==> src/verilog/alu_core.sv <==
// Constants package and the combinational instruction datapath
package alu_pkg;
	// ----------------------------------------------------------------
	// Register offsets (byte addresses)
	// ----------------------------------------------------------------
	localparam logic [7:0] INSTR_OFS = 8'h00;
	localparam logic [7:0] ACC_OFS = 8'h04;
	localparam logic [7:0] STATUS_OFS = 8'h08;
	localparam logic [7:0] FADDR_OFS = 8'h0c;
	localparam logic [7:0] FDATA_OFS = 8'h10;
	localparam logic [7:0] WDT_OFS = 8'h14;
	// ----------------------------------------------------------------
	// Field positions
	// ----------------------------------------------------------------
	localparam int OP_LSB = 0;
	localparam int DEST_BIT = 3;
	localparam int FADDR_LSB = 8;
	localparam int LIT_LSB = 16;
	localparam int CARRY_BIT = 0;
	localparam int HALF_BIT = 1;
	localparam int ZERO_BIT = 2;
	localparam int PD_BIT = 3;
	localparam int TO_BIT = 4;
	localparam int SLEEP_BIT = 5;
	localparam int WAKE_BIT = 8;
	localparam int PRE_LSB = 8;
	// ----------------------------------------------------------------
	// Reset values and bus answers
	// ----------------------------------------------------------------
	localparam logic [31:0] INSTR_RST = 32'h0000_0000;
	localparam logic [7:0] ACC_RST = 8'h00;
	localparam logic [7:0] WDT_CLEAR = 8'h00;
	localparam logic PD_RST = 1'b1;
	localparam logic TO_RST = 1'b1;
	localparam logic [1:0] RESP_OKAY = 2'h0;
	localparam logic [1:0] RESP_SLVERR = 2'h2;
	// ----------------------------------------------------------------
	// Operation codes
	// ----------------------------------------------------------------
	typedef enum logic [2:0] {
		power_down_op = 3'h0,
		literal_minus_acc_op = 3'h1,
		file_minus_acc_op = 3'h2,
		rotate_right_carry_op = 3'h3,
		nibble_exchange_op = 3'h4,
		literal_xor_op = 3'h5,
		file_xor_op = 3'h6,
		unused_op = 3'h7
	} op_t;
endpackage : alu_pkg

`timescale 1ns/1ps
// ----------------------------------------------------------------
// Datapath
// ----------------------------------------------------------------
module alu_core (
	input wire alu_pkg::op_t i_op,
	input wire logic [7:0] i_lit,
	input wire logic [7:0] i_acc,
	input wire logic [7:0] i_fval,
	input wire logic i_dest,
	input wire logic i_carry,
	input wire logic i_half,
	input wire logic i_zero,
	output logic [7:0] o_result,
	output logic o_carry,
	output logic o_half,
	output logic o_zero,
	output logic o_wr_acc,
	output logic o_wr_file,
	output logic o_sleep
);
	// Subtract b from a: {no borrow, no nibble borrow, difference}
	function automatic logic [9:0] subtract(input logic [7:0] a,
		input logic [7:0] b);
		logic [7:0] d;
		d = a - b;
		return {a >= b, a[3:0] >= b[3:0], d};
	endfunction : subtract

	// Result, flags and destination per operation
	always_comb begin
		logic [9:0] s;
		s = 10'h000;
		o_result = i_acc;
		o_carry = i_carry;
		o_half = i_half;
		o_zero = i_zero;
		o_wr_acc = 1'b0;
		o_wr_file = 1'b0;
		o_sleep = 1'b0;
		unique case (i_op)
			alu_pkg::power_down_op: begin
				o_sleep = 1'b1;
			end
			alu_pkg::literal_minus_acc_op: begin
				s = subtract(i_lit, i_acc);
				{o_carry, o_half, o_result} = s;
				o_zero = (s[7:0] == 8'h00);
				o_wr_acc = 1'b1;
			end
			alu_pkg::file_minus_acc_op: begin
				s = subtract(i_fval, i_acc);
				{o_carry, o_half, o_result} = s;
				o_zero = (s[7:0] == 8'h00);
				o_wr_acc = ~i_dest;
				o_wr_file = i_dest;
			end
			alu_pkg::rotate_right_carry_op: begin
				o_result = {i_carry, i_fval[7:1]};
				o_carry = i_fval[0];
				o_wr_acc = ~i_dest;
				o_wr_file = i_dest;
			end
			alu_pkg::nibble_exchange_op: begin
				o_result = {i_fval[3:0], i_fval[7:4]};
				o_wr_acc = ~i_dest;
				o_wr_file = i_dest;
			end
			alu_pkg::literal_xor_op: begin
				o_result = i_acc ^ i_lit;
				o_zero = ((i_acc ^ i_lit) == 8'h00);
				o_wr_acc = 1'b1;
			end
			alu_pkg::file_xor_op: begin
				o_result = i_acc ^ i_fval;
				o_zero = ((i_acc ^ i_fval) == 8'h00);
				o_wr_acc = ~i_dest;
				o_wr_file = i_dest;
			end
			default: begin
				o_result = i_acc;
			end
		endcase
	end
endmodule : alu_core

==> src/verilog/alu_sleep_exec.sv <==
// Instruction execution unit with AXI4-Lite register access
//
// Local design decisions: the register addresses and register access over AXI4-Lite.
`timescale 1ns/1ps
module alu_sleep_exec #(
	parameter int PRE_W = 8,
	parameter int FILE_DEPTH = 128
) (
	input wire logic i_clk,
	input wire logic i_rst_n,
	input wire logic [7:0] i_awaddr,
	input wire logic i_awvalid,
	output logic o_awready,
	input wire logic [31:0] i_wdata,
	input wire logic [3:0] i_wstrb,
	input wire logic i_wvalid,
	output logic o_wready,
	output logic [1:0] o_bresp,
	output logic o_bvalid,
	input wire logic i_bready,
	input wire logic [7:0] i_araddr,
	input wire logic i_arvalid,
	output logic o_arready,
	output logic [31:0] o_rdata,
	output logic [1:0] o_rresp,
	output logic o_rvalid,
	input wire logic i_rready,
	output logic o_sleep
);
	// ----------------------------------------------------------------
	// State
	// ----------------------------------------------------------------
	logic [7:0] awaddr_q;
	logic [31:0] wdata_q;
	logic [3:0] wstrb_q;
	logic [31:0] instr_q;
	logic [7:0] acc_q;
	logic carry_q, half_q, zero_q, pd_q, to_q, sleep_q;
	logic [6:0] faddr_q;
	logic [7:0] fmem [FILE_DEPTH];
	logic [PRE_W-1:0] pre_q;
	logic [7:0] wdt_q;
	logic wr_fire, exec, exec_sleep, wake, wdt_ovf;
	logic [31:0] instr_w;
	logic [6:0] fsel;
	logic [7:0] fval;
	alu_pkg::op_t op;
	logic [7:0] alu_res;
	logic alu_c, alu_h, alu_z, alu_wa, alu_wf, alu_sl;

	// Address decode shared by both channels
	function automatic logic mapped(input logic [7:0] a);
		return a == alu_pkg::INSTR_OFS || a == alu_pkg::ACC_OFS ||
			a == alu_pkg::STATUS_OFS || a == alu_pkg::FADDR_OFS ||
			a == alu_pkg::FDATA_OFS || a == alu_pkg::WDT_OFS;
	endfunction : mapped

	// ----------------------------------------------------------------
	// Write channel
	// ----------------------------------------------------------------
	// Both halves held, answer not yet given
	assign wr_fire = !o_awready && !o_wready && !o_bvalid;

	// Address and data taken in either order
	always_ff @(posedge i_clk) begin
		if (!i_rst_n) begin
			o_awready <= 1'b1;
			o_wready <= 1'b1;
			o_bvalid <= 1'b0;
			o_bresp <= alu_pkg::RESP_OKAY;
			awaddr_q <= 8'h00;
			wdata_q <= 32'h0000_0000;
			wstrb_q <= 4'h0;
		end else begin
			if (i_awvalid && o_awready) begin
				o_awready <= 1'b0;
				awaddr_q <= i_awaddr;
			end
			if (i_wvalid && o_wready) begin
				o_wready <= 1'b0;
				wdata_q <= i_wdata;
				wstrb_q <= i_wstrb;
			end
			if (wr_fire) begin
				o_bvalid <= 1'b1;
				o_bresp <= mapped(awaddr_q) ? alu_pkg::RESP_OKAY :
					alu_pkg::RESP_SLVERR;
			end
			if (o_bvalid && i_bready) begin
				o_bvalid <= 1'b0;
				o_awready <= 1'b1;
				o_wready <= 1'b1;
			end
		end
	end

	// ----------------------------------------------------------------
	// Read channel
	// ----------------------------------------------------------------
	always_ff @(posedge i_clk) begin
		if (!i_rst_n) begin
			o_arready <= 1'b1;
			o_rvalid <= 1'b0;
			o_rdata <= 32'h0000_0000;
			o_rresp <= alu_pkg::RESP_OKAY;
		end else if (i_arvalid && o_arready) begin
			o_arready <= 1'b0;
			o_rvalid <= 1'b1;
			o_rresp <= mapped(i_araddr) ? alu_pkg::RESP_OKAY :
				alu_pkg::RESP_SLVERR;
			unique case (i_araddr)
				alu_pkg::INSTR_OFS: o_rdata <= instr_q;
				alu_pkg::ACC_OFS: o_rdata <= {24'h000000, acc_q};
				alu_pkg::STATUS_OFS: o_rdata <= {26'h0000000,
					sleep_q, to_q, pd_q, zero_q, half_q, carry_q};
				alu_pkg::FADDR_OFS: o_rdata <= {25'h0000000, faddr_q};
				alu_pkg::FDATA_OFS: o_rdata <= {24'h000000,
					fmem[faddr_q]};
				alu_pkg::WDT_OFS: o_rdata <= {16'h0000,
					8'(pre_q), wdt_q};
				default: o_rdata <= 32'h0000_0000;
			endcase
		end else if (o_rvalid && i_rready) begin
			o_rvalid <= 1'b0;
			o_arready <= 1'b1;
		end
	end

	// ----------------------------------------------------------------
	// Instruction issue
	// ----------------------------------------------------------------
	// Byte lanes merged into the instruction word
	always_comb begin
		for (int i = 0; i < 4; i++) begin
			instr_w[8*i +: 8] = wstrb_q[i] ? wdata_q[8*i +: 8] :
				instr_q[8*i +: 8];
		end
	end

	// A write to the instruction word runs it, unless asleep
	assign exec = wr_fire && awaddr_q == alu_pkg::INSTR_OFS && !sleep_q;
	assign op = alu_pkg::op_t'(instr_w[alu_pkg::OP_LSB +: 3]);
	assign fsel = instr_w[alu_pkg::FADDR_LSB +: 7];
	assign fval = fmem[fsel];
	assign exec_sleep = exec && alu_sl;
	assign wake = wr_fire && awaddr_q == alu_pkg::STATUS_OFS &&
		wstrb_q[1] && wdata_q[alu_pkg::WAKE_BIT];

	alu_core u_alu (
		.i_op(op),
		.i_lit(instr_w[alu_pkg::LIT_LSB +: 8]),
		.i_acc(acc_q),
		.i_fval(fval),
		.i_dest(instr_w[alu_pkg::DEST_BIT]),
		.i_carry(carry_q),
		.i_half(half_q),
		.i_zero(zero_q),
		.o_result(alu_res),
		.o_carry(alu_c),
		.o_half(alu_h),
		.o_zero(alu_z),
		.o_wr_acc(alu_wa),
		.o_wr_file(alu_wf),
		.o_sleep(alu_sl)
	);

	// Instruction word holding register
	always_ff @(posedge i_clk) begin
		if (!i_rst_n) begin
			instr_q <= alu_pkg::INSTR_RST;
		end else if (wr_fire && awaddr_q == alu_pkg::INSTR_OFS) begin
			instr_q <= instr_w;
		end
	end

	// ----------------------------------------------------------------
	// Accumulator, arithmetic flags and file registers
	// ----------------------------------------------------------------
	always_ff @(posedge i_clk) begin
		if (!i_rst_n) begin
			acc_q <= alu_pkg::ACC_RST;
		end else if (exec && alu_wa) begin
			acc_q <= alu_res;
		end else if (wr_fire && awaddr_q == alu_pkg::ACC_OFS &&
			wstrb_q[0]) begin
			acc_q <= wdata_q[7:0];
		end
	end

	// Flags follow the datapath, which keeps unaffected ones
	always_ff @(posedge i_clk) begin
		if (!i_rst_n) begin
			carry_q <= 1'b0;
			half_q <= 1'b0;
			zero_q <= 1'b0;
		end else if (exec) begin
			carry_q <= alu_c;
			half_q <= alu_h;
			zero_q <= alu_z;
		end else if (wr_fire && awaddr_q == alu_pkg::STATUS_OFS &&
			wstrb_q[0]) begin
			carry_q <= wdata_q[alu_pkg::CARRY_BIT];
			half_q <= wdata_q[alu_pkg::HALF_BIT];
			zero_q <= wdata_q[alu_pkg::ZERO_BIT];
		end
	end

	// File address pointer for direct software access
	always_ff @(posedge i_clk) begin
		if (!i_rst_n) begin
			faddr_q <= 7'h00;
		end else if (wr_fire && awaddr_q == alu_pkg::FADDR_OFS &&
			wstrb_q[0]) begin
			faddr_q <= wdata_q[6:0];
		end
	end

	// File register array, contents not reset
	always_ff @(posedge i_clk) begin
		if (exec && alu_wf) begin
			fmem[fsel] <= alu_res;
		end else if (wr_fire && awaddr_q == alu_pkg::FDATA_OFS &&
			wstrb_q[0]) begin
			fmem[faddr_q] <= wdata_q[7:0];
		end
	end

	// ----------------------------------------------------------------
	// Watchdog, power flags and sleep
	// ----------------------------------------------------------------
	assign wdt_ovf = (&pre_q) && (&wdt_q) && !exec_sleep;

	// Prescaler feeds the counter; power-down clears both
	always_ff @(posedge i_clk) begin
		if (!i_rst_n) begin
			pre_q <= '0;
			wdt_q <= alu_pkg::WDT_CLEAR;
		end else if (exec_sleep) begin
			pre_q <= '0;
			wdt_q <= alu_pkg::WDT_CLEAR;
		end else begin
			pre_q <= pre_q + 1'b1;
			if (&pre_q) begin
				wdt_q <= wdt_q + 8'h01;
			end
		end
	end

	// Status bits of the power-down sequence
	always_ff @(posedge i_clk) begin
		if (!i_rst_n) begin
			pd_q <= alu_pkg::PD_RST;
			to_q <= alu_pkg::TO_RST;
		end else if (exec_sleep) begin
			pd_q <= 1'b0;
			to_q <= 1'b1;
		end else if (wdt_ovf) begin
			to_q <= 1'b0;
		end
	end

	// Sleep until software wakes or the watchdog expires
	always_ff @(posedge i_clk) begin
		if (!i_rst_n) begin
			sleep_q <= 1'b0;
		end else if (exec_sleep) begin
			sleep_q <= 1'b1;
		end else if (wake || wdt_ovf) begin
			sleep_q <= 1'b0;
		end
	end

	assign o_sleep = sleep_q;
endmodule : alu_sleep_exec

==> config.mk <==
export PLATFORM = sky130hd
export DESIGN_NAME = alu_sleep_exec
export DESIGN_NICKNAME = d
export VERILOG_FILES = /design/src/verilog/alu_core.sv /design/src/verilog/alu_sleep_exec.sv
export SDC_FILE = /design/constraint.sdc
export NUM_CORES = 2
export LEC_CHECK = 0
export BUFFER_PORTS_ARGS = -buffer_cell sky130_fd_sc_hd__buf_2
export CORE_AREA = 2 2 404 406
export DETAILED_ROUTE_END_ITERATION = 7
export DIE_AREA = 0 0 406 408
export PLACE_DENSITY_LB_ADDON = 0.12
export RECOVER_POWER = 50
export SLEW_MARGIN = 20
export SYNTH_ARGS = -nofsm -noshare
export SYNTH_HDL_FRONTEND = slang
export SYNTH_SLANG_ARGS = --single-unit
==> constraint.sdc <==
create_clock -name i_clk -period 20.2 [get_ports i_clk]
set_input_delay 2.02 -clock i_clk [delete_from_list [all_inputs] [get_ports i_clk]]
set_output_delay 2.02 -clock i_clk [all_outputs]
set_load 0.1 [all_outputs]
-- Word level (Yosys, flattened, before mapping)
Memory sizes are Yosys's and may differ from the RTL's. A register that Yosys moved wholly into a read port is not among the register bits.
Cells that the tools add are included.
- bits in registers: 154
- bits in writable memories: 1024
- bits of input ports: 59
- memories: 1
- memories (memory ; depth ; bits a word ; rd ports ; clocked after Yosys merged registers in ; write ports ; RTL line ; text):
    fmem ; 128 ; 8 ; 2 ; 1 ; 1 ; alu_sleep_exec.sv:40 ; logic [7:0] fmem [FILE_DEPTH];
- $add $sub $neg: 4
- $lt $le $gt $ge: 4
- equal/unequal tests: 19
- mux-type cells: 37
- bitwise operators: 4
- reductions and logical operators: 64
- operators by type and width (operator ; count):
    one-hot mux 32 bit (6 select lines) ; 1
    zero test 8 bit ; 6
    one-hot mux 8 bit (6 select lines) ; 1
    equality test 8 x 4 -> 1 bit (second input constant) ; 4
    equality test 8 x 5 -> 1 bit (second input constant) ; 4
    two-way mux 8 bit ; 4
    two-way mux 7 bit ; 4
    logical AND 1 bit ; 24
    two-way mux 1 bit ; 20
    adder 8 x 1 -> 8 bit (second input constant) ; 2
    equality test 8 x 3 -> 1 bit (second input constant) ; 2
    greater-or-equal comparator 8 bit ; 2
    AND reduction 8 bit ; 2
    subtractor 8 bit ; 2
    XOR 8 bit ; 2
    AND reduction 2 bit ; 6
    logical OR 1 bit ; 11
    equality test 3 bit (second input constant) ; 3
    greater-or-equal comparator 4 bit ; 2
    nonzero test 2 bit ; 4
    OR reduction 8 bit ; 1
    equality test 3 x 2 -> 1 bit (second input constant) ; 2
    OR reduction 2 bit ; 3
    zero test 1 bit ; 5
    other kinds (12) ; 15

-- Longest topological paths before layout
- depth in word-level cells: 11
- depth in mapped cells: 22
- depth with buffers taken out: 18

-- By module
A second synthesis with hierarchy kept.
- cell total of the unflattened synthesis: 3707
- area total of the unflattened synthesis: 56548.0 µm²
- by module, submodules not included (module ; times used ; cells an instance ; area an instance (µm²) ; seq. area each (µm²)):
    alu_sleep_exec ; 1 ; 3463 ; 54922.7 ; 33932.5
    alu_core ; 1 ; 244 ; 1625.3 ; 0.0

-- Least setup slack after synthesis
No wires, ideal clock.
- kind: register to register
- start point: register wstrb_q[1]
- end point: memory fmem[0][5] (data pin)
- setup time: 1223 ps
- data arrival time: 9044 ps
- data required time: 18977 ps
- slack: 9933 ps
- cell stages (with the launch flop): 21
- buffers on the path: 3
- cell sequence: dfxtp_1 buf_2 mux2i_2 buf_2 buf_1 nand2_1 a32oi_1 o211ai_1 nand3_1 nand3_1 o22ai_1 ha_1 nor2b_1 o21ai_0 a21boi_0 o21a_1 o21ai_0 a31oi_1 o31ai_1 a211oi_1 o31ai_1
- longest elaborated chain between the ends: 5
- elaborated cells between the ends (all ways): 6
- those cells by class: add/sub: 1; mux: 3; bitwise: 1; memory: 1
- ends and longest elaborated chain (what ; RTL line ; text):
    from (decl) ; alu_sleep_exec.sv:35 ; logic [3:0] wstrb_q;
    from (signal assigned) ; alu_sleep_exec.sv:82 ; wstrb_q <= i_wstrb;
    two-way mux 7 bit * ; alu_sleep_exec.sv:135 ; instr_w[8*i +: 8] = wstrb_q[i] ? wdata_q[8*i +: 8] :
    memory (128 x 8 bit) * ; n/a ;
    subtractor 8 bit or XOR 8 bit (tied branches) ; alu_core.sv:77, alu_core.sv:126 ;
    one-hot mux 8 bit (6 select lines) * ; alu_core.sv:92 ; unique case (i_op)
    two-way mux 8 bit (no line) * ; n/a ;
    to (decl) ; alu_sleep_exec.sv:40 ;
Every way passes the cells marked *; elsewhere a longest branch is shown, timed or not.

-- Worst setup path after layout
- start point: register wstrb_q[1]
- end point: memory fmem[77][5] (data pin)
The elaborated chain is that of the path after synthesis.

==> summary by stage <==
CTS
The master cell of the clock root buffer is clkbuf_16. After clock tree synthesis, the setup repair step added 0 buffers. The number of buffers between clock root and the deepest sink is 3. The clock-pin slew on the worst setup and hold paths is approximately 0.060 ns.

The number of gates resized after cts is 0. The hold-fix buffer count after cts is 0. The TritonCTS clock tree is built. The sink count of the clock tree is between 1,000 and 1,500.

CTS built an H-tree with a depth of 4. The total CTS buffers is 138. The insertion delay to the later sink of the worst-skew pair is a little under 0.8 ns.

Yosys
The register bit count reported by yosys is 1,183. After technology mapping, the gate count stands at 3,824. The share of the Yosys chip area taken by registers is roughly three fifths.

The yosys synthesis warning count is 0. The post-synthesis area per instance is 14.7 um^2. The flip-flop cell with the highest count after synthesis is edfxtp_1. The async set-reset flop share out of synthesis is 0%.

Yosys mapped a number of flops with a built-in enable equal to 1,024. Synthesis instantiated 67 different standard cells from the library. The post-synthesis instance area is 0.0562 mm^2.

STA
The maximum frequency from static timing analysis is roughly 110 MHz. The final clock period utilization by the worst path is 46.1%. The worst path needs 9.30 ns of the cycle, external delays included.

Setup repair after global routing left no endpoint under its margin. Setup slack on the critical path of the routed design comes to 10.90 ns. The number of endpoints with negative hold slack in the final report came to 0.

Summed over all failing endpoints, the final setup total negative slack is 0 ns. The total setup violations reported at the end of the flow is 0. For the pin with the worst max-slew slack, the measured transition is 2.83 ns.

The number of pins with negative max-slew slack in the final report is roughly 150. The final hold slack is 0.452 ns. Headroom to the max-slew limit came out at -89.5%.

The final worst clock skew is 0.0318 ns.

Setup path
The worst flop-to-flop path endpoint is fmem[77][5]$_DFFE_PP_. The signal on the critical path passes through mux2_8 > buf_4 > buf_4 > buf_4 > mux4_2 > o2111ai_1 > nand3_1 > nand4_1 > o22ai_1 > ha_1 > nor2b_1 > o21ai_0 > a21boi_0 > o21a_1 > o21ai_0 > a31oi_1 > o31ai_1 > a211oi_1 > o31ai_4 > buf_4 > buf_4. The class of the most critical setup path is flip-flop to flip-flop. In this design, the critical path's most frequently occurring cell is buf_4. On the critical path the largest part of the delay comes from buffers and inverters. The number of cell instances on the worst register-to-register path is 21. The kind of start point of the critical path is a flip-flop. The kind of capture point of the worst setup path is a flip-flop. The slowest stage of the critical path is the dfxtp_2 cell. The reg-to-reg critical path startpoint is wstrb_q[1]$_SDFFE_PN0P_. For the worst setup path, the data required time is 20.65 ns. The maximum fanout along the worst path is between 80 and 90. The register-to-register setup slack is 10.90 ns. STA puts the critical path data arrival time at 9.76 ns.

The number of buffers and inverters on the critical path is 5. The peak per-stage delay on the critical path is about 0.86 ns.

Floorplan
The placeable core area is 0.162 mm^2. The top-level I/O count is 101. The die is 406 um wide. For this configuration, the core starts out at a cell density of about a third. The die span in y is 408 um. The floorplan step defined a die boundary enclosing 0.166 mm^2.

The floorplan has 148 rows.

Worst hold path
In this run the most critical hold path is launched from instr_q[7]$_SDFFE_PN0P_. Along the worst hold path, the cell count comes to 2. The min-delay analysis places its worst path in the category flip-flop to flip-flop. The hold-critical path endpoint is instr_q[7]$_SDFFE_PN0P_.

Flow run
The max-capacitance violation count is 5.

Global route
The overall overflow remaining after global route is 0. The initial antenna violation count came to 13. The wire length of the first global-routing pass is 294,000 um.

The via count of the first global-routing pass is about 37,000. In the global route stage, overall resource usage came out at 25.3%. The maximum number of pins on one net before global-route repair is between 100 and 150.

Drt
The detailed router finished its first iteration with 4,460 violations. After detailed routing, the total wire length is 211,000 um. The routed layout has 37,352 vias. The remaining routing DRC violations is 0.

Once detail routing completed, the nets flagged for antenna violations numbered 0. The average wire per cell in the routed design is 33.9 um. After detailed routing, the number of vias per cell comes to about 6.0.

The number of iterations in the first detailed-routing pass is 7.

Pwr
The largest vdd supply drop is ~0.062 mV. For this design the static power due to leakage is 19.3 nW. The cell area power density is 87.8 mW/mm^2.

Placement
Port buffering added just under 100 buffers. The final HPWL from detailed placement is 137,000 um. Timing analysis after detailed placement gives a worst setup slack of around 11 ns. At the end of routability-driven placement, the weighted congestion stood at 0.928.

The number of instances in the placed design is 5,964.

Finish
Excluding fillers, the count of instances in the completed layout stands at 6,218. In the final layout, flip-flops and latches occupy between 0.03 and 0.04 mm^2. The net total in the final layout is 4,012. The filler cell count is approximately 15,000. Summing all multi-input logic gate instances after layout gives around 0.021 mm^2.

The area added between synthesis and finish is 13.2%. The proportion of layout cells with a drive suffix above 1 is 20.8%.

Status
The run finished, with violations left. The checks that failed: max-capacitance violations, max-slew violations.
[cell usage after synthesis, types with 26 or more instances]
cell          n  area [um^2]
buf_1        31          116
nand2_1     562         2110
a22oi_1      37          278
o2111ai_1    26          228
o21ai_0      82          410
a21oi_1     137          686
a32oi_1      60          526
clkbuf_1    146          548
nand4_1      29          181
edfxtp_1   1024        30700
nor2_1      243          912
nand3_1     220         1100
dfxtp_1     159         3180
mux4_2      451        10200
o211ai_1     27          203
mux2i_1     161         1610
buf_2        76          380
[sequential cells by signal, indices dropped and copies added, names as in the netlist, 4 cells and up, named ones only]
signal / cells
instr_q: 32
wdata_q: 32
o_rdata: 32
wstrb_q: 4
wdt_q: 8
fmem: 1024
pre_q: 8
faddr_q: 7
awaddr_q: 8
acc_q: 8
[metrics by stage]
step | utilization [%] | area, um^2 | power (mW)
final | 39.3 | 63600 | 5.59
after global routing | 39.3 | 63600 | 5.75
after CTS | 39.5 | 63900 | 5.63
after detailed placement | 36.9 | 59600 | 3.22
after global placement | 36.9 | 59600 | 3.21
after floorplan | - | 56200 | 3.05
[metal layers]
metal | global-route usage, % | vias to the layer above | routed length [um]
li1 | - | 15505 | -
met1 | 34.7 | 19770 | 87600
met2 | 40.5 | 1724 | 99500
met3 | 4.28 | 351 | 15700
met4 | 9.05 | 2 | 8270
met5 | 0 | - | 13
[final cells by class]
cell class / instances / share of cell area [%]
multi-input combinational: 2337 / 33.2
inverter: 23 / 0.138
sequential: 1183 / 53.4
clock inverter: 74 / 0.982
clock buffer: 172 / 5.76
antenna: 6 / 0.0236
timing repair buffer: 248 / 2.22
tap: 2175 / 4.28
[cell families after synthesis]
family	after synthesis	synth area share, %
and+or+nand+nor	1125	8.49
adders and majority gates	22	0.517
DFF	1183	60.4
buffers and inverters	305	2.43
muxes	634	21.4
AOI/OAI and AO/OA	535	6.46
other	1	0.00667
xor gates and xnor gates	19	0.296
[how the worst max path moves through the flow]
stage                            start               endpoint  slack [ns]  depth (start not counted)
2_1_floorplan  wstrb_q[1]$_SDFFE_PN0P_   fmem[0][5]$_DFFE_PP_        9.93                         20
3_3_place_gp   wstrb_q[1]$_SDFFE_PN0P_  fmem[76][7]$_DFFE_PP_       11.02                         20
3_5_place_dp   wstrb_q[1]$_SDFFE_PN0P_  fmem[73][7]$_DFFE_PP_       10.99                         21
4_1_cts        wstrb_q[1]$_SDFFE_PN0P_  fmem[88][7]$_DFFE_PP_       10.99                         21
5_1_grt        wstrb_q[1]$_SDFFE_PN0P_  fmem[88][7]$_DFFE_PP_       10.35                         21
6_report       wstrb_q[1]$_SDFFE_PN0P_  fmem[77][5]$_DFFE_PP_       10.90                         21
[placed cells by master (no fill, tap or decap), types with 21 or more instances in the layout]
cell type and n:
mux2i_1 157, buf_4 77, nor2_1 235, a22oi_1 37, inv_1 22, o21ai_0 77, edfxtp_1 1024, buf_2 57
nand2_1 562, clkinv_1 28, mux4_2 451, a21oi_1 137, a31oi_1 21, nand3_1 220, clkinv_2 23, a32oi_1 60
dfxtp_1 154, o2111ai_1 26, o211ai_1 27, clkbuf_16 140, clkbuf_1 134, nand4_1 29
[worst register-to-register path: cells and delay by family, from the launching register on]
kind                       cells  cell delay (ns)
and+or+nand+nor                3             0.64
adders and majority gates      1             0.37
buffers and inverters          5             3.51
muxes                          2             1.29
AOI/OAI and AO/OA             10             2.24
DFF                            1             0.86
[power breakdown]
group	switching [mW]	total (mW)	internal (mW)
sequential	0.0135	2.74	2.73
clock	1.05	2.42	1.37
combinational	0.323	0.427	0.104
total	1.38	5.59	4.20
Power figures use the tool's default switching activity.
